### src/verilog/supervisor_pkg.sv
// Shared constants for the reset supervisor.
// Assumes a single 25 MHz clock; all slow timing runs off a 1 ms tick.
package supervisor_pkg;
    localparam int unsigned CLK_HZ          = 25_000_000;
    localparam int unsigned TICK_NS         = 1_000_000;
    localparam int unsigned CLK_PERIOD_NS   = 1_000_000_000 / CLK_HZ;
    localparam int unsigned TICK_CYCLES     = TICK_NS / CLK_PERIOD_NS;
    localparam int unsigned TICK_W          = 15;
    localparam int unsigned HOLD_PERIOD_MS  = 200;
    localparam int unsigned TIMEOUT_MS      = 1600;
    localparam int unsigned SERVICE_MS      = 1400;
    localparam int unsigned KICK_HIGH_MS    = TIMEOUT_MS * 7 / 8;
    localparam int unsigned CNT_W           = 11;
    localparam int unsigned KICK_MIN_NS     = 50;
    localparam int unsigned KICK_MIN_CYCLES =
        (KICK_MIN_NS + CLK_PERIOD_NS - 1) / CLK_PERIOD_NS;
    localparam int unsigned DEBOUNCE_MS     = 20;
    localparam logic        RESET_LVL_N     = 1'b0;

    typedef enum logic [1:0] {
        ST_ASSERT = 2'b00,
        ST_HOLD   = 2'b01,
        ST_RUN    = 2'b10
    } sup_state_type;
endpackage

### src/verilog/supervisor_watchdog_reset.sv
// Reset supervisor: supply monitor, debounced manual request, watchdog.
// Assumes supply_good and kick_floating come from analog/pin logic on other domains.
// What this block does
// - Every reset drives reset_out_n low for the 200 ms hold period before release.
// - reset_out_n stays low while supply is bad or the manual request is held low.
// - Supply rising, watchdog expiry or manual request release starts the hold period.
// - reset_out is always the inverse of reset_out_n.
// - A kick input held at one level past 1.6 s expires the watchdog and resets.
// - The watchdog timer clears on reset and on every rising or falling kick edge.
// - Kick pulses down to 50 ns are seen as valid toggles.
// - The watchdog is held at zero during reset and counts once reset releases.
// - A floating kick input is driven low for 7/8 of the timeout, then high for two clocks as its own edge clears the watchdog.
// - With the kick input floating the internal drive services the watchdog before timeout.
// - Each supply drop restarts the hold timer so every reset lasts the full period.
// - A bouncing switch on the manual request gives one clean reset per press.
module supervisor_watchdog_reset
    import supervisor_pkg::*;
#(
    parameter int unsigned TICK_CYCLES_P = TICK_CYCLES
)
(
    input  wire logic clk,
    input  wire logic rst_n,
    input  wire logic supply_good,
    input  wire logic manual_request_n,
    input  wire logic kick_input,
    input  wire logic kick_floating,
    output logic      kick_drive,
    output logic      kick_drive_oe,
    output logic      reset_out_n,
    output logic      reset_out
);
    import supervisor_pkg::*;

    logic                tick;
    logic [1:0]          sup_sync_q;
    logic [1:0]          mr_sync_q;
    logic [1:0]          kick_sync_q;
    logic [1:0]          float_sync_q;
    logic                kick_last_q;
    logic                mr_clean_q;
    logic [4:0]          mr_deb_q;
    logic [CNT_W-1:0]    hold_q;
    logic [CNT_W-1:0]    wdog_q;
    logic                kick_drive_q;
    logic                rst_q;
    sup_state_type       state_q;
    sup_state_type       state_d;

    // Shared millisecond enable for the debounce, hold and watchdog timers
    tick_divider #(
        .TICK_CYCLES_P (TICK_CYCLES_P)
    ) u_tick (
        .clk   (clk),
        .rst_n (rst_n),
        .tick  (tick)
    );

    // Two-stage synchronisers; 40 ns sampling catches any 50 ns pulse
    always_ff @(posedge clk) begin
        if (!rst_n) begin
            sup_sync_q   <= 2'h0;
            mr_sync_q    <= 2'h3;
            kick_sync_q  <= 2'h0;
            float_sync_q <= 2'h0;
        end else begin
            sup_sync_q   <= {sup_sync_q[0], supply_good};
            mr_sync_q    <= {mr_sync_q[0], manual_request_n};
            kick_sync_q  <= {kick_sync_q[0], kick_input};
            float_sync_q <= {float_sync_q[0], kick_floating};
        end
    end

    wire sup_ok   = sup_sync_q[1];
    wire floating = float_sync_q[1];
    // When floating, the kick seen is our own drive
    wire kick_lvl = floating ? kick_drive_q : kick_sync_q[1];
    wire kick_edge = (kick_lvl != kick_last_q);

    // Manual request debounce: level must hold steady for DEBOUNCE_MS
    wire mr_raw    = mr_sync_q[1];
    wire mr_differ = (mr_raw != mr_clean_q);
    wire mr_settle = mr_differ && tick && (mr_deb_q == 5'(DEBOUNCE_MS - 1));

    always_ff @(posedge clk) begin
        if (!rst_n) begin
            mr_deb_q   <= 5'h00;
            mr_clean_q <= 1'b1;
        end else begin
            if (!mr_differ) begin
                mr_deb_q <= 5'h00;
            end else if (tick) begin
                mr_deb_q <= mr_settle ? 5'h00 : mr_deb_q + 5'h01;
            end
            if (mr_settle) begin
                mr_clean_q <= mr_raw;
            end
        end
    end

    // Reset is held while a cause is present
    wire cause     = !sup_ok || !mr_clean_q;
    wire hold_done = tick && (hold_q == CNT_W'(HOLD_PERIOD_MS - 1));
    wire wd_expire = tick && (wdog_q == CNT_W'(TIMEOUT_MS - 1));

    always_comb begin
        state_d = state_q;
        unique case (state_q)
            ST_ASSERT: if (!cause) state_d = ST_HOLD;
            ST_HOLD: begin
                if (cause) begin
                    state_d = ST_ASSERT;
                end else if (hold_done) begin
                    state_d = ST_RUN;
                end
            end
            ST_RUN: begin
                if (cause) begin
                    state_d = ST_ASSERT;
                end else if (wd_expire) begin
                    state_d = ST_HOLD;
                end
            end
            default: state_d = ST_ASSERT;
        endcase
    end

    always_ff @(posedge clk) begin
        if (!rst_n) begin
            state_q <= ST_ASSERT;
        end else begin
            state_q <= state_d;
        end
    end

    // Hold timer restarts whenever the block leaves the hold state
    always_ff @(posedge clk) begin
        if (!rst_n) begin
            hold_q <= '0;
        end else if (state_q != ST_HOLD || state_d != ST_HOLD) begin
            hold_q <= '0;
        end else if (tick) begin
            hold_q <= hold_q + 1'b1;
        end
    end

    // Watchdog timer: cleared in reset and on every kick edge
    always_ff @(posedge clk) begin
        if (!rst_n) begin
            wdog_q      <= '0;
            kick_last_q <= 1'b0;
        end else begin
            kick_last_q <= kick_lvl;
            if (state_q != ST_RUN || kick_edge || wd_expire) begin
                wdog_q <= '0;
            end else if (tick) begin
                wdog_q <= wdog_q + 1'b1;
            end
        end
    end

    // Internal drive: high once the count reaches 7/8 of the timeout, so a floating
    // input toggles at 1.4 s and services the counter before 1.6 s
    always_ff @(posedge clk) begin
        if (!rst_n) begin
            kick_drive_q <= 1'b0;
        end else begin
            kick_drive_q <= (wdog_q >= CNT_W'(KICK_HIGH_MS));
        end
    end

    assign kick_drive    = kick_drive_q;
    assign kick_drive_oe = floating;

    always_ff @(posedge clk) begin
        if (!rst_n) begin
            rst_q <= 1'b1;
        end else begin
            rst_q <= (state_d != ST_RUN);
        end
    end

    assign reset_out_n = rst_q ? RESET_LVL_N : !RESET_LVL_N;
    assign reset_out   = !reset_out_n;

    // Assertions
    chk_inverse_out: assert property (@(posedge clk) disable iff (!rst_n)
        reset_out == !reset_out_n)
        else $error("complement output not inverse");

    chk_cause_holds: assert property (@(posedge clk) disable iff (!rst_n)
        (cause && state_q != ST_RUN) |=> !reset_out_n)
        else $error("reset released while cause present");

    chk_hold_full: assert property (@(posedge clk) disable iff (!rst_n)
        (state_q == ST_HOLD && state_d == ST_RUN) |-> hold_q == CNT_W'(HOLD_PERIOD_MS - 1))
        else $error("hold period not full");

    chk_wdog_zero: assert property (@(posedge clk) disable iff (!rst_n)
        (state_q != ST_RUN) |=> wdog_q == '0)
        else $error("watchdog counted during reset");

    chk_kick_clear: assert property (@(posedge clk) disable iff (!rst_n)
        (kick_edge && state_q == ST_RUN) |=> wdog_q == '0)
        else $error("kick edge did not clear watchdog");

    chk_wdog_fire: assert property (@(posedge clk) disable iff (!rst_n)
        (wd_expire && state_q == ST_RUN && !cause) |=> state_q == ST_HOLD ##1 !reset_out_n)
        else $error("watchdog expiry did not reset");

    chk_drive_frac: assert property (@(posedge clk) disable iff (!rst_n)
        $rose(kick_drive_q) |-> $past(wdog_q) >= CNT_W'(KICK_HIGH_MS))
        else $error("internal drive high too early");

    chk_supply_restart: assert property (@(posedge clk) disable iff (!rst_n)
        (state_q == ST_HOLD && cause) |=> state_q == ST_ASSERT ##1 hold_q == '0)
        else $error("hold timer not restarted");

    chk_mr_stable: assert property (@(posedge clk) disable iff (!rst_n)
        $changed(mr_clean_q) |-> $past(mr_raw) == mr_clean_q)
        else $error("manual request changed without settle");

    // Ticks spent with reset asserted, saturating; checks the full hold
    logic [CNT_W-1:0] low_len_q;
    wire              low_len_max = (low_len_q == '1);

    always_ff @(posedge clk) begin
        if (!rst_n || !rst_q) begin
            low_len_q <= '0;
        end else if (tick && !low_len_max) begin
            low_len_q <= low_len_q + 1'b1;
        end
    end

    // Ticks since the last kick edge while running, saturating
    logic [CNT_W-1:0] quiet_q;
    wire              quiet_max = (quiet_q == '1);

    always_ff @(posedge clk) begin
        if (!rst_n || state_q != ST_RUN || kick_edge) begin
            quiet_q <= '0;
        end else if (tick && !quiet_max) begin
            quiet_q <= quiet_q + 1'b1;
        end
    end

    chk_low_length: assert property (@(posedge clk) disable iff (!rst_n)
        $rose(reset_out_n) |-> low_len_q >= CNT_W'(HOLD_PERIOD_MS))
        else $error("reset released before full hold");

    chk_quiet_limit: assert property (@(posedge clk) disable iff (!rst_n)
        quiet_q <= CNT_W'(TIMEOUT_MS))
        else $error("kick quiet past the timeout");

    chk_quiet_fire: assert property (@(posedge clk) disable iff (!rst_n)
        (quiet_q == CNT_W'(TIMEOUT_MS)) |-> !reset_out_n)
        else $error("quiet kick did not reset");

    chk_tick_pulse: assert property (@(posedge clk) disable iff (!rst_n)
        tick |=> !tick)
        else $error("tick longer than one cycle");

    chk_assert_low: assert property (@(posedge clk) disable iff (!rst_n)
        (state_q == ST_ASSERT) |-> !reset_out_n)
        else $error("reset high in assert state");

    chk_hold_low: assert property (@(posedge clk) disable iff (!rst_n)
        (state_q == ST_HOLD) |-> !reset_out_n)
        else $error("reset high in hold state");

    chk_run_high: assert property (@(posedge clk) disable iff (!rst_n)
        (state_q == ST_RUN) |-> reset_out_n)
        else $error("reset low while running");

    chk_release_path: assert property (@(posedge clk) disable iff (!rst_n)
        $rose(reset_out_n) |-> $past(state_q) == ST_HOLD)
        else $error("reset released without hold");

    chk_wdog_bound: assert property (@(posedge clk) disable iff (!rst_n)
        wdog_q <= CNT_W'(TIMEOUT_MS - 1))
        else $error("watchdog count past timeout");

    chk_hold_bound: assert property (@(posedge clk) disable iff (!rst_n)
        hold_q <= CNT_W'(HOLD_PERIOD_MS - 1))
        else $error("hold count past period");

    chk_drive_low: assert property (@(posedge clk) disable iff (!rst_n)
        (wdog_q < CNT_W'(KICK_HIGH_MS)) |=> !kick_drive_q)
        else $error("internal drive high in early part");

    chk_drive_high: assert property (@(posedge clk) disable iff (!rst_n)
        (wdog_q >= CNT_W'(KICK_HIGH_MS)) |=> kick_drive_q)
        else $error("internal drive low in last part");

    chk_service_gap: assert property (@(posedge clk) disable iff (!rst_n)
        (floating && $rose(kick_drive_q)) |-> $past(wdog_q) == CNT_W'(SERVICE_MS))
        else $error("internal service at wrong count");

    chk_kick_track: assert property (@(posedge clk) disable iff (!rst_n)
        1'b1 |=> kick_last_q == $past(kick_lvl))
        else $error("kick level not tracked every cycle");

    chk_mr_hold: assert property (@(posedge clk) disable iff (!rst_n)
        !mr_differ |=> mr_deb_q == 5'h00)
        else $error("debounce count kept while steady");

    chk_mr_cause: assert property (@(posedge clk) disable iff (!rst_n)
        !mr_clean_q |=> !reset_out_n)
        else $error("manual request did not hold reset");

    chk_supply_cause: assert property (@(posedge clk) disable iff (!rst_n)
        !sup_ok |=> !reset_out_n)
        else $error("low supply did not hold reset");

    chk_wdog_step: assert property (@(posedge clk) disable iff (!rst_n)
        (state_q == ST_RUN && !kick_edge && !wd_expire && tick)
        |=> wdog_q == $past(wdog_q) + 1'b1)
        else $error("watchdog did not step on tick");

    chk_hold_step: assert property (@(posedge clk) disable iff (!rst_n)
        (state_q == ST_HOLD && state_d == ST_HOLD && tick)
        |=> hold_q == $past(hold_q) + 1'b1)
        else $error("hold timer did not step on tick");
endmodule

### src/verilog/tick_divider.sv
// Free-running divider producing a one-cycle enable every millisecond.
// Assumes clk at the package rate and synchronous active-low reset.
module tick_divider
    import supervisor_pkg::*;
#(
    parameter int unsigned TICK_CYCLES_P = TICK_CYCLES
)
(
    input  wire logic clk,
    input  wire logic rst_n,
    output logic      tick
);
    logic [TICK_W-1:0] div_q;
    wire               wrap = (div_q == TICK_W'(TICK_CYCLES_P - 1));

    always_ff @(posedge clk) begin
        if (!rst_n) begin
            div_q <= '0;
            tick  <= 1'b0;
        end else begin
            div_q <= wrap ? '0 : div_q + 1'b1;
            tick  <= wrap;
        end
    end
endmodule

### config.mk
export PLATFORM = sky130hd
export DESIGN_NAME = supervisor_watchdog_reset
export DESIGN_NICKNAME = d
export VERILOG_FILES = /design/src/verilog/supervisor_pkg.sv /design/src/verilog/supervisor_watchdog_reset.sv /design/src/verilog/tick_divider.sv
export SDC_FILE = /design/constraint.sdc
export NUM_CORES = 1
export LEC_CHECK = 0
export ABC_CLOCK_PERIOD_IN_PS = 5310
export BUFFER_PORTS_ARGS = -buffer_cell sky130_fd_sc_hd__buf_2
export CORE_AREA = 2 2 70 72
export CTS_CLUSTER_DIAMETER = 100
export DETAILED_ROUTE_END_ITERATION = 7
export DIE_AREA = 0 0 72 74
export PLACE_DENSITY = 0.69
export RECOVER_POWER = 25
export SLEW_MARGIN = 20
export SYNTH_ARGS = -nofsm -noshare
export SYNTH_HDL_FRONTEND = slang
export SYNTH_SLANG_ARGS = --single-unit
### constraint.sdc
create_clock -name clk -period 5.31 [get_ports clk]
set_input_delay 1.062 -clock clk [delete_from_list [all_inputs] [get_ports clk]]
set_output_delay 1.062 -clock clk [all_outputs]
set_load 0.02 [all_outputs]
; ---- Yosys cells after proc, flatten, opt, wreduce, memory -nomap -nowiden
; Index checks and enable logic that the tools add are counted.
[totals]
regBits = 57
output_inout_bits = 4
[op_classes]
n_addsub = 4
n_lt_le_gt_ge = 1
eq_ne = 12
mux = 9
bitwise_logic = 1
n_reduce_logical = 15
[ops]
columns = op, count
row1 = $add A11 B1 Y11 const B, 2
row2 = $add A15 B1 Y15 const B, 1
row3 = $eq A15 B15 Y1 const B, 1
row4 = $eq A11 B11 Y1 const B, 1
row5 = $eq A11 B8 Y1 const B, 1
row6 = $ge A11 B11 Y1 const B, 1
row7 = $mux W2, 5
row8 = $pmux W2 S3, 1
row9 = $reduce_or A2 Y1, 3
row10 = $add A5 B1 Y5 const B, 1
row11 = $eq A5 B5 Y1 const B, 1
row12 = $mux W5, 1
row13 = $logic_and A1 B1 Y1, 4
row14 = $logic_or A1 B1 Y1, 4
row15 = $ne A2 B1 Y1 const B, 2
row16 = $ne A2 B2 Y1 const B, 2
row17 = $eq A2 B1 Y1 const B, 1
row18 = $eq A2 B2 Y1 const B, 1
row19 = $logic_not A1 Y1, 2
row20 = $logic_not A2 Y1, 1
row21 = $mux W1, 2
row22 = $ne A1 B1 Y1, 2
row23 = $reduce_and A2 Y1, 1
row24 = $not A1 Y1, 1

; ---- Longest topological paths before layout
; Gate-level depths: netlist (run 1).
[logic_depth]
word_depth = 8
ltp_mapped = 7
ltp_nobuf = 5

; ---- Hierarchy
; From an unflattened synthesis (run 1), not the netlist that was laid out.
[unflattened]
hier_cells = 258
area_unflattened_um2 = 2418.6
[by_module_without_submodules]
columns = mod, instances, cells_per_inst, area_each_um2, seq_area_each_um2
row1 = supervisor_watchdog_reset, 1, 180, 1707.9, 820.8
row2 = tick_divider, 1, 78, 710.7, 320.3

; ---- Least setup slack after synthesis (run 1)
; No wires, ideal clock.
[synth_path]
path_type = input -> register
start = in rst_n
end = reg hold_q[1]
t_arrival_ns = 2.096
t_required_ns = 5.219
setup_slack_ns = 3.123
stages = 5
path_buffers = 2
path_cell_list = clkbuf_2 > nand3b_1 > or4_1 > buf_2 > a311oi_1
[synth_via]
elab_chain_len = 2
[synth_rtl]
columns = element, line_no
row1 = from (decl), supervisor_watchdog_reset.sv:23  ; input wire logic rst_n,
row2 = $not A1 Y1 (no line), --
row3 = $reduce_or A2 Y1 (no line), --
row4 = to (signal assigned), supervisor_watchdog_reset.sv:143  ; hold_q <= hold_q + 1'b1;
row5 = to (decl), supervisor_watchdog_reset.sv:43  ; logic [CNT_W-1:0] hold_q;
; No other way between the ends.
; A chain may end at the register's enable or synchronous reset.

; ---- Worst setup path in the final report (run 1)
; Ends and elaborated chain as after synthesis.

==> impl_results.md, run 1 <==
- Outcome: completed
- GRT busiest layer: met2
- Starting Density: 0.522
- Asr flop ratio synth: 0
- Top cells by area, synth: dfxtp_1 48%, xnor2_1 8.4%, nor2_1 7.5%, xor2_1 5.5%, nand4_1 3.1%
- Drt drc: 0
- Max Cap Viol: 0
- Synth-to-Final Area Change: 9.38%
- Synth Flop Type: dfxtp_1
- Die area: 5330 um^2
- Power Dens Cells: 300 nW/um^2
- Avg Synthesized Cell Area: 9.17 um^2
- Final instance area: 2630 um^2
- Worst hold start: mr_sync_q[0]
- Worst-path cell chain: clkbuf_1 -> nand3b_1 -> or4_1 -> a311oi_1
- PortBufs: 9
- Crit. End Element: register
- RSZ-0062 raised after global routing: no
- Routed via count: 1716
- Slew HR: 0.504
- Share of Yosys cell area claimed by the top area cell type: 0.475
- Final worst-path cycle share: 0.470
- Worst vdd ir: 0.173 mV
- H-tree lvl count: 3
- Resized cells post-CTS: 0
- CTS Hold Buffers Added: 0
- Top cells by count, synth: 57 x dfxtp_1, 48 x nor2_1, 23 x xnor2_1
- Die H: 74 um
- Global-route wire length before repair: 6800 um
- Post-synth EDFFs: 0
- Die Span X: 72 um
- CTS tree: yes
- Lkg Pwr: 0.872 nW
- Dpl ws: 2800 ps
- Post-DP Area: 2470 um^2
- Final-report hold violation count: 0
- Sequential-to-total area share from yosys stat: 0.475
- Routed vias/inst: 5.18
- Max clock buf depth: 2
- Worst Path Required: 5540 ps
- Gate Count Post-Synth: 262
- Clk_skew: 3.28 ps
- FF-to-FF path depth: 4
- Worst Hold End: mr_sync_q[1]
- Nets: 285
- Aggregate global routing overflow: 0
- GPL Wtd Cong: 0.780
- RR Startpoint: u_tick.tick
- Mapped Nets: 273
- GR Util met2: 0.247
- Postcts setup bufs: 0
- Final worst slack: 2810 ps
- Routed wire length: 3840 um
- Largest area contributor in the netlist: dfxtp_1
- Critical Path Start Type: primary input
- # setup viols final: 0
- Synthesis Warnings: 0
- Most frequent cell after synthesis: dfxtp_1
- Total CTS buffers: 9
- CP Max Fanout: 18
- CP arrival: 2730 ps
- # fillers: 413
- Final Max Slew Viols: 0
- Peak Freq: 401 MHz
- Share of cells above drive strength 1: 0.0830
- #FFs+latches synth: 57
- Min Tclk post-route: 2500 ps
- Slowest stage cell, crit path: or4_1
- Cell Area, Synth: 2400 um^2
- Core Region: 4600 um^2
- Vias in the first global route: 1549
- Clk slew on worst S/H paths: 60 ps
- Post-synth cell types: 40
- Reg2reg setup slack: 3170 ps
- Row cnt: 25
- Setup TNS: 0 ps
- Setup CP Type: in2reg
- Total global-route track usage: 0.166
- DP Wirelength: 2570 um
- Worst R2R End: hold_q[1]
- # diodes: 0
- First DRT Iteration DRCs: 55
- Hold Path Class: reg2reg
- Slew at the pin closest to its max-slew limit: 744 ps
- Largest net degree at the start of global routing: 19
- IO Pins: 10
- Clk_lat worst skew: 320 ps
- Largest stage delay, worst path: 630 ps
- Initial antenna violation count: 0
- Final ANT Viol Nets: 0
- Met3 Track Usage GR: 0.0528
- CTS sink count: 57
- Worst Hold Depth: 1
- CTS root buffer: clkbuf_8
- Number of detailed-route iterations in the first pass: 4
- WL/cell: 11.6 um
- M1 GR Usage: 0.219
-- cell type report --
type	instances	area, um^2	area share
clock buffers	14	163	0.0619
inverters	8	30.0	0.0114
well taps	54	67.6	0.0257
multi-input cells	189	1180	0.450
flip-flops and latches	57	1140	0.434
repair buffers	9	43.8	0.0167
-- worst max-delay path by stage --
stage / from / endpoint / slack, ps / cells after the start
3_5_place_dp: rst_n / hold_q[1] / 2800 / 4
4_1_cts: rst_n / hold_q[1] / 3140 / 4
5_1_grt: rst_n / hold_q[1] / 2700 / 4
2_1_floorplan: rst_n / hold_q[1] / 3120 / 5
6_report: rst_n / hold_q[1] / 2810 / 4
3_3_place_gp: rst_n / hold_q[1] / 2870 / 4
-- cell usage in the layout (no fill, tap or decap), types with 3 or more instances in the layout --
| cell type | count |
|---|---|
| buf_2 | 8 |
| xor2_1 | 15 |
| and2_1 | 3 |
| ha_1 | 5 |
| and3_1 | 3 |
| dfxtp_1 | 57 |
| nand2b_1 | 3 |
| nor2_1 | 48 |
| clkbuf_1 | 4 |
| nand3_1 | 10 |
| mux2i_1 | 5 |
| nor3_1 | 9 |
| and2_0 | 4 |
| nand4_1 | 12 |
| nor2b_1 | 4 |
| xnor2_1 | 23 |
| clkbuf_8 | 11 |
| nor4_1 | 5 |
| inv_1 | 8 |
| nand2_1 | 17 |
-- metrics by stage --
step	total power [mW]	hold WS, ps	util	instances
detailed placement	0.460	407	0.536	317
floorplan	0.457	386	-	262
global placement	0.460	393	0.536	317
global route	0.822	429	0.571	331
finish	0.789	414	0.571	331
CTS	0.800	421	0.572	331
-- kinds of logic after synthesis --
group           synth area share
simple gates               0.279
flops                      0.475
xor+xnor                   0.139
buf+inv                   0.0328
compound gates            0.0276
mux                       0.0208
fa+ha+maj                 0.0260
-- sequential cells by signal (all words and copies together) (netlist names) --
signal / flops
u_tick.div_q: 15
hold_q: 11
wdog_q: 11
mr_deb_q: 5
float_sync_q: 2
kick_sync_q: 2
mr_sync_q: 2
state_q: 2
sup_sync_q: 2
kick_drive: 1
kick_last_q: 1
mr_clean_q: 1
reset_out: 1
u_tick.tick: 1
-- power breakdown --
| group | switching (mW) | leakage [nW] | internal (mW) | total [mW] |
|---|---|---|---|---|
| combinational | 0.00790 | 0.328 | 0.00616 | 0.0141 |
| clock | 0.148 | 0.0826 | 0.190 | 0.338 |
| sequential | 0.00387 | 0.462 | 0.433 | 0.437 |
-- critical path, delay by kind of cell --
kind / cells / cell delay (ps)
AOI/OAI and AO/OA: 1 / 320
and+or+nand+nor: 2 / 790
buffers and inverters: 1 / 550
-- routing by layer --
layer  up-vias  wire length, um
met4         0               69
met2        27             1630
met1       779             2010
met3         7              129
li1        903                -
met5         -                0
(Power assumes the default switching activity.)
==> run 2: changes to the inputs <==
ABC_AREA = 1   (was unset)
ABC_CLOCK_PERIOD_IN_PS = 2400   (was 5310)
CORE_AREA = 2 2 72 74   (was 2 2 70 72)
DIE_AREA = 0 0 74 76   (was 0 0 72 74)
PLACE_DENSITY = 0.7   (was 0.69)
clock period = 2.4 ns   (was 5.31 ns; I/O delays follow)
==> run 2 against run 1 <==
Final area is 10% higher. Sequential power increased by 120%. Critical path depth rose by 4. Largest power group unchanged. Synthesized area up 9.0%. Register-to-register slack lost 2300 ps. Critical path type is now reg2reg. Total power rose by 140%. Highest routed layer unchanged. Via count is 22% higher. Global-route usage is 2.0 points higher. Hold slack worse by 86 ps. Sequential share of layout area is 4.0 points lower.
==> impl_results.md, run 2 <==
- Worst vdd ir: 0.451 mV
- Pwr Total: 1.88 mW
- Die H: 76 um
- Worst Hold Depth: 3
- Hold Path Class: in2reg
- GPL Wtd Cong: 0.819
- CTS root buffer: clkbuf_8
- Synth Flop Type: dfxtp_1
- H-tree lvl count: 3
- Worst R2R End: hold_q[0]
- Final ANT Viol Nets: 0
- Clk slew on worst S/H paths: 60 ps
- Drt drc: 0
- Final worst-path cycle share: 0.619
- CTS sink count: 57
- CP Max Fanout: 13
- Worst hold start: kick_input
- Global-route wire length before repair: 8170 um
- Die area: 5620 um^2
- # fillers: 481
- Final-report hold violation count: 0
- Biggest register: u_tick.div_q
- Number of detailed-route iterations in the first pass: 4
- DP Wirelength: 3390 um
- Gate Count Post-Synth: 350
- Most frequent cell after synthesis: nand2_1
- Placed Cells: 425
- Cell Area, Synth: 2620 um^2
- Asr flop ratio synth: 0
- Row cnt: 26
- Postcts setup bufs: 0
- #FFs+latches synth: 57
- FF-to-FF path depth: 8
- Worst Path Required: 2620 ps
- Share of cells above drive strength 1: 0.116
- Synth-to-Final Area Change: 10.6%
- Setup CP Type: reg2reg
- First DRT Iteration DRCs: 72
- Commonest cells after routing, fill and taps aside: 66 x nand2_1, 57 x dfxtp_1, 54 x nor2_1
- Post-synth cell types: 31
- Synthesis Warnings: 0
- RR Startpoint: u_tick.tick
- Commonest non-fill, non-tap cell in the layout: nand2_1
- Vias in the first global route: 2017
- Routed vias/inst: 4.78
- Nets: 377
- WHS: 328 ps
- Max clock buf depth: 2
- Power Dens Cells: 648 nW/um^2
- Starting Density: 0.533
- Slew HR: 0.730
- Aggregate global routing overflow: 0
- Reg2reg setup slack: 920 ps
- Setup TNS: 0 ps
- Post-synth EDFFs: 0
- CTS tree: yes
- Die Span X: 74 um
- Mapped Nets: 361
- RSZ-0062 raised after global routing: no
- Min Tclk post-route: 1480 ps
- IO Pins: 10
- # setup viols final: 0
- CTS Hold Buffers Added: 0
- CP arrival: 1710 ps
- # diodes: 0
- Worst Hold End: kick_sync_q[0]
- Total global-route track usage: 0.186
- Worst-path cell chain: buf_4 -> nand2_2 -> nor2_2 -> nand3_2 -> nand3_1 -> nor2_1 -> nand2_2 -> nor2_1
- Max reg flops: 15
- Slowest stage cell, crit path: dfxtp_1
- Core Region: 4910 um^2
- PortBufs: 9
- Routed via count: 2101
- WL/cell: 10.4 um
- Top flop regs: u_tick.div_q x15, hold_q x11, wdog_q x11
- Avg Synthesized Cell Area: 7.48 um^2
- Share of Yosys cell area claimed by the top area cell type: 0.436
- Clk_lat worst skew: 340 ps
- Largest area contributor in the netlist: dfxtp_1
- Largest stage delay, worst path: 460 ps
- Max Cap Viol: 0
- Clk_skew: 9.22 ps
- Sequential-to-total area share from yosys stat: 0.436
- Lkg Pwr: 1.09 nW
- Largest net degree at the start of global routing: 16
- Top cells by area, synth: dfxtp_1 44%, nand2_1 9.5%, nor2_1 7.7%, inv_1 7.5%, xor2_1 4.0%
- Non-filler cells, final: 440
- Final Max Slew Viols: 0
- Peak Freq: 673 MHz
- Top cells by count, synth: 66 x nand2_1, 57 x dfxtp_1, 54 x nor2_1
- Outcome: completed
- Critical Path Start Type: register
- Total CTS buffers: 9
- Crit. End Element: register
- Initial antenna violation count: 0
- Resized cells post-CTS: 0
- Routed wire length: 4580 um
- Slew at the pin closest to its max-slew limit: 405 ps
==> run 2: cell types whose count changed after synthesis, moves of 5 or more <==
cell | before | now
and2_1 | 7 | 0
inv_1 | 8 | 52
nand2_1 | 17 | 66
a21oi_1 | 2 | 19
nand2_2 | 0 | 5
xnor2_1 | 23 | 6
nor2_2 | 0 | 5
nand3_1 | 10 | 16
nor2_1 | 48 | 54
nor4_1 | 5 | 0
==> run 2: worst max path at each step <==
stage / start / cells after the start / endpoint
2_1_floorplan: hold_q[0] / 8 / reset_out
3_3_place_gp: u_tick.tick / 8 / hold_q[9]
3_5_place_dp: u_tick.tick / 8 / hold_q[5]
4_1_cts: u_tick.tick / 8 / hold_q[4]
5_1_grt: u_tick.tick / 8 / hold_q[0]
6_report: u_tick.tick / 8 / hold_q[0]
==> run 2: metrics by stage <==
stage / worst slack [ps] / util / instance area, um^2
global route: 765 / 0.589 / 2900
detailed placement: 909 / 0.551 / 2710
CTS: 903 / 0.591 / 2900
global placement: 935 / 0.551 / 2710
floorplan: 1160 / - / 2620
finish: 915 / 0.589 / 2900
==> run 2: cell families (layout without fill, tap and decap cells) <==
| family | Yosys count | count (layout) | synth area share |
|---|---|---|---|
| AO/OA/AOI/OAI | 26 | 26 | 0.0526 |
| AND/OR/NAND/NOR | 184 | 184 | 0.327 |
| XOR/XNOR | 18 | 18 | 0.0602 |
| flip-flops | 57 | 57 | 0.436 |
| buffers and inverters | 59 | 79 | 0.0961 |
| adder cells (fa/ha/maj) | 5 | 5 | 0.0239 |
| multiplexers | 1 | 1 | 0.00382 |
==> run 2: critical path: cells and delay by family (launching register included) <==
family	cells	cell delay, ps
flip-flops	1	460
buffers and inverters	1	260
AND/OR/NAND/NOR	7	650
==> run 2: power breakdown <==
group | leakage [nW] | internal (mW) | switching [mW] | total (mW)
Sequential | 0.462 | 0.958 | 0.00516 | 0.963
Combinational | 0.522 | 0.0113 | 0.0207 | 0.0320
Clock | 0.102 | 0.527 | 0.355 | 0.882
==> run 2: layer usage <==
| layer | up-vias | part of all wire | wire length, um | GRT usage |
|---|---|---|---|---|
| li1 | 1124 | - | - | - |
| met1 | 932 | 0.49 | 2250 | 0.224 |
| met2 | 35 | 0.45 | 2050 | 0.298 |
| met3 | 10 | 0.042 | 192 | 0.0489 |
| met4 | 0 | 0.020 | 92 | 0.0945 |
| met5 | - | 0 | 0 | 0 |
==> run 2: cell type report <==
class | count | area [um^2] | area share
multi-input combinational | 234 | 1220 | 0.421
sequential | 57 | 1140 | 0.394
inverter | 54 | 203 | 0.0700
clock buffer | 12 | 155 | 0.0536
tap | 70 | 87.6 | 0.0303
timing repair buffer | 10 | 48.8 | 0.0169
clock inverter | 3 | 40.0 | 0.0138
==> run 3: changes to the inputs <==
ABC_AREA = 0   (was 1)
ABC_CLOCK_PERIOD_IN_PS = 1200   (was 2400)
CORE_AREA = 2 2 70 72   (was 2 2 72 74)
DIE_AREA = 0 0 72 74   (was 0 0 74 76)
PLACE_DENSITY = 0.72   (was 0.7)
clock period = 1.2 ns   (was 2.4 ns; I/O delays follow)
==> run 3 against run 2 <==
The run now ends with negative setup slack left. First-iteration DRC count increased by 40%. Count of clock-buffer cells in the layout unchanged. Via count increased by 1.2%. Fmax decreased by 15%. Cell count decreased by 7.7%. Critical path type unchanged. Critical endpoint is now u_tick.div_q[1]. Largest cell class unchanged. Highest routed layer unchanged.
==> impl_results.md, run 3 (synthesis results as in run 1) <==
- Outcome: finished, violations left
- Failing checks: negative setup slack
- Crit. End Element: register
- DP Wirelength: 3570 um
- CP Max Fanout: 3
- Starting Density: 0.522
- Worst vdd ir: 1.17 mV
- Min Tclk post-route: 1740 ps
- Max reg flops: 15
- Final ANT Viol Nets: 0
- Number of detailed-route iterations in the first pass: 4
- Core Region: 4600 um^2
- Die Span X: 72 um
- Setup CP Type: reg2reg
- Commonest non-fill, non-tap cell in the layout: buf_4
- Final Max Slew Viols: 0
- Slew HR: 0.782
- CTS root buffer: clkbuf_8
- WHS: 91.4 ps
- Dpl ws: -543 ps
- First DRT Iteration DRCs: 101
- Vias in the first global route: 2080
- Peak Freq: 574 MHz
- Routed wire length: 5840 um
- H-tree lvl count: 3
- Final-report hold violation count: 0
- Row cnt: 25
- Max clock buf depth: 2
- CP arrival: 1970 ps
- Die area: 5330 um^2
- Critical Path Start Type: register
- Routed via count: 2127
- Final worst slack: -541 ps
- Final instance area: 3510 um^2
- Multi-input gate area: 1430 um^2
- Non-filler cells, final: 406
- Worst Path Required: 1430 ps
- Pwr Total: 3.67 mW
- Slew at the pin closest to its max-slew limit: 324 ps
- Routed vias/inst: 5.24
- Post-DP Area: 3040 um^2
- PortBufs: 9
- GPL Wtd Cong: 0.840
- Lkg Pwr: 1.32 nW
- Clk_lat worst skew: 340 ps
- Nets: 359
- Aggregate global routing overflow: 0
- Commonest cells after routing, fill and taps aside: 62 x buf_4, 42 x dfxtp_1, 30 x nor2_1
- IO Pins: 10
- Power Dens Cells: 1040 nW/um^2
- Hold Path Class: in2reg
- Drt drc: 0
- Clk slew on worst S/H paths: 60 ps
- Post-layout util: 0.764
- Total global-route track usage: 0.221
- # diodes: 0
- Biggest register: u_tick.div_q
- Total CTS buffers: 9
- Top flop regs: u_tick.div_q x15, hold_q x11, wdog_q x11
- Initial antenna violation count: 0
- Synth-to-Final Area Change: 46.2%
- Setup TNS: -15150 ps
- Die H: 74 um
- Register area: 1160 um^2
- CTS sink count: 57
- Largest net degree at the start of global routing: 18
- Share of cells above drive strength 1: 0.440
- Final worst-path cycle share: 1.45
- Global-route wire length before repair: 8870 um
- CTS tree: yes
- Max Cap Viol: 0
- Placed Cells: 385
- # setup viols final: 42
- WL/cell: 14.4 um
- # fillers: 288
- RSZ-0062 raised after global routing: yes
- Clk_skew: 8.18 ps
## run 3: changes by cell type in the layout (fill, tap and decap cells not counted), moves of 5 or more
cell     previous run  this run
dfxtp_1            57        42
buf_4               1        62
inv_1              53         8
nor2_1             54        30
xnor2_1             6        22
buf_6               0        12
a21oi_1            19         2
nand3_1            16         9
nor2_2              5        12
nand2_2             5         0
nand2_1            66        16
and2_1              0         7
dfxtp_2             0        14
## run 3: cell type report
| type | count | area share |
|---|---|---|
| clock inverter | 3 | 0.00428 |
| tap | 54 | 0.0192 |
| sequential | 57 | 0.331 |
| timing repair buffer | 83 | 0.184 |
| multi-input combinational | 189 | 0.406 |
| clock buffer | 12 | 0.0470 |
| inverter | 8 | 0.00855 |
## run 3: worst paths after layout
path | startpoint | endpoint | slack, ps | cells past startpoint
min reg2reg | mr_sync_q[0] | mr_sync_q[1] | 420 | 1
min | manual_request_n | mr_sync_q[0] | 90 | 2
max | u_tick.div_q[10] | u_tick.div_q[1] | -540 | 3
max reg2reg | u_tick.div_q[10] | u_tick.div_q[1] | -540 | 3
## run 3: routing by layer
metal,wire (um),vias to the layer above,GRT usage
li1,-,1056,-
met1,2560,1010,0.262
met2,2930,45,0.367
met3,214,16,0.0745
met4,135,0,0.101
met5,0,-,0
## run 3: critical path, cell delays in order, from the launching register on
cell,delay (ps)
dfxtp_1,310
or4_1,520
or4_4,600
and3_4,200
## run 3: repair_timing
item / CTS / global route
hold buffers: 0 / 0
pin swaps: 13 / 8
setup buffers: 3 / 3
resized for setup: 29 / 40
setup endpoints to repair: 46 / 47
cloned: 1 / 0
## run 3: power breakdown
part           internal [mW]  leakage, nW  switching, mW  total (mW)
Clock                  0.895       0.0980          0.727        1.62
Combinational         0.0627        0.751         0.0584       0.121
Sequential              1.91        0.469         0.0128        1.93
Total                   2.87         1.32          0.798        3.67
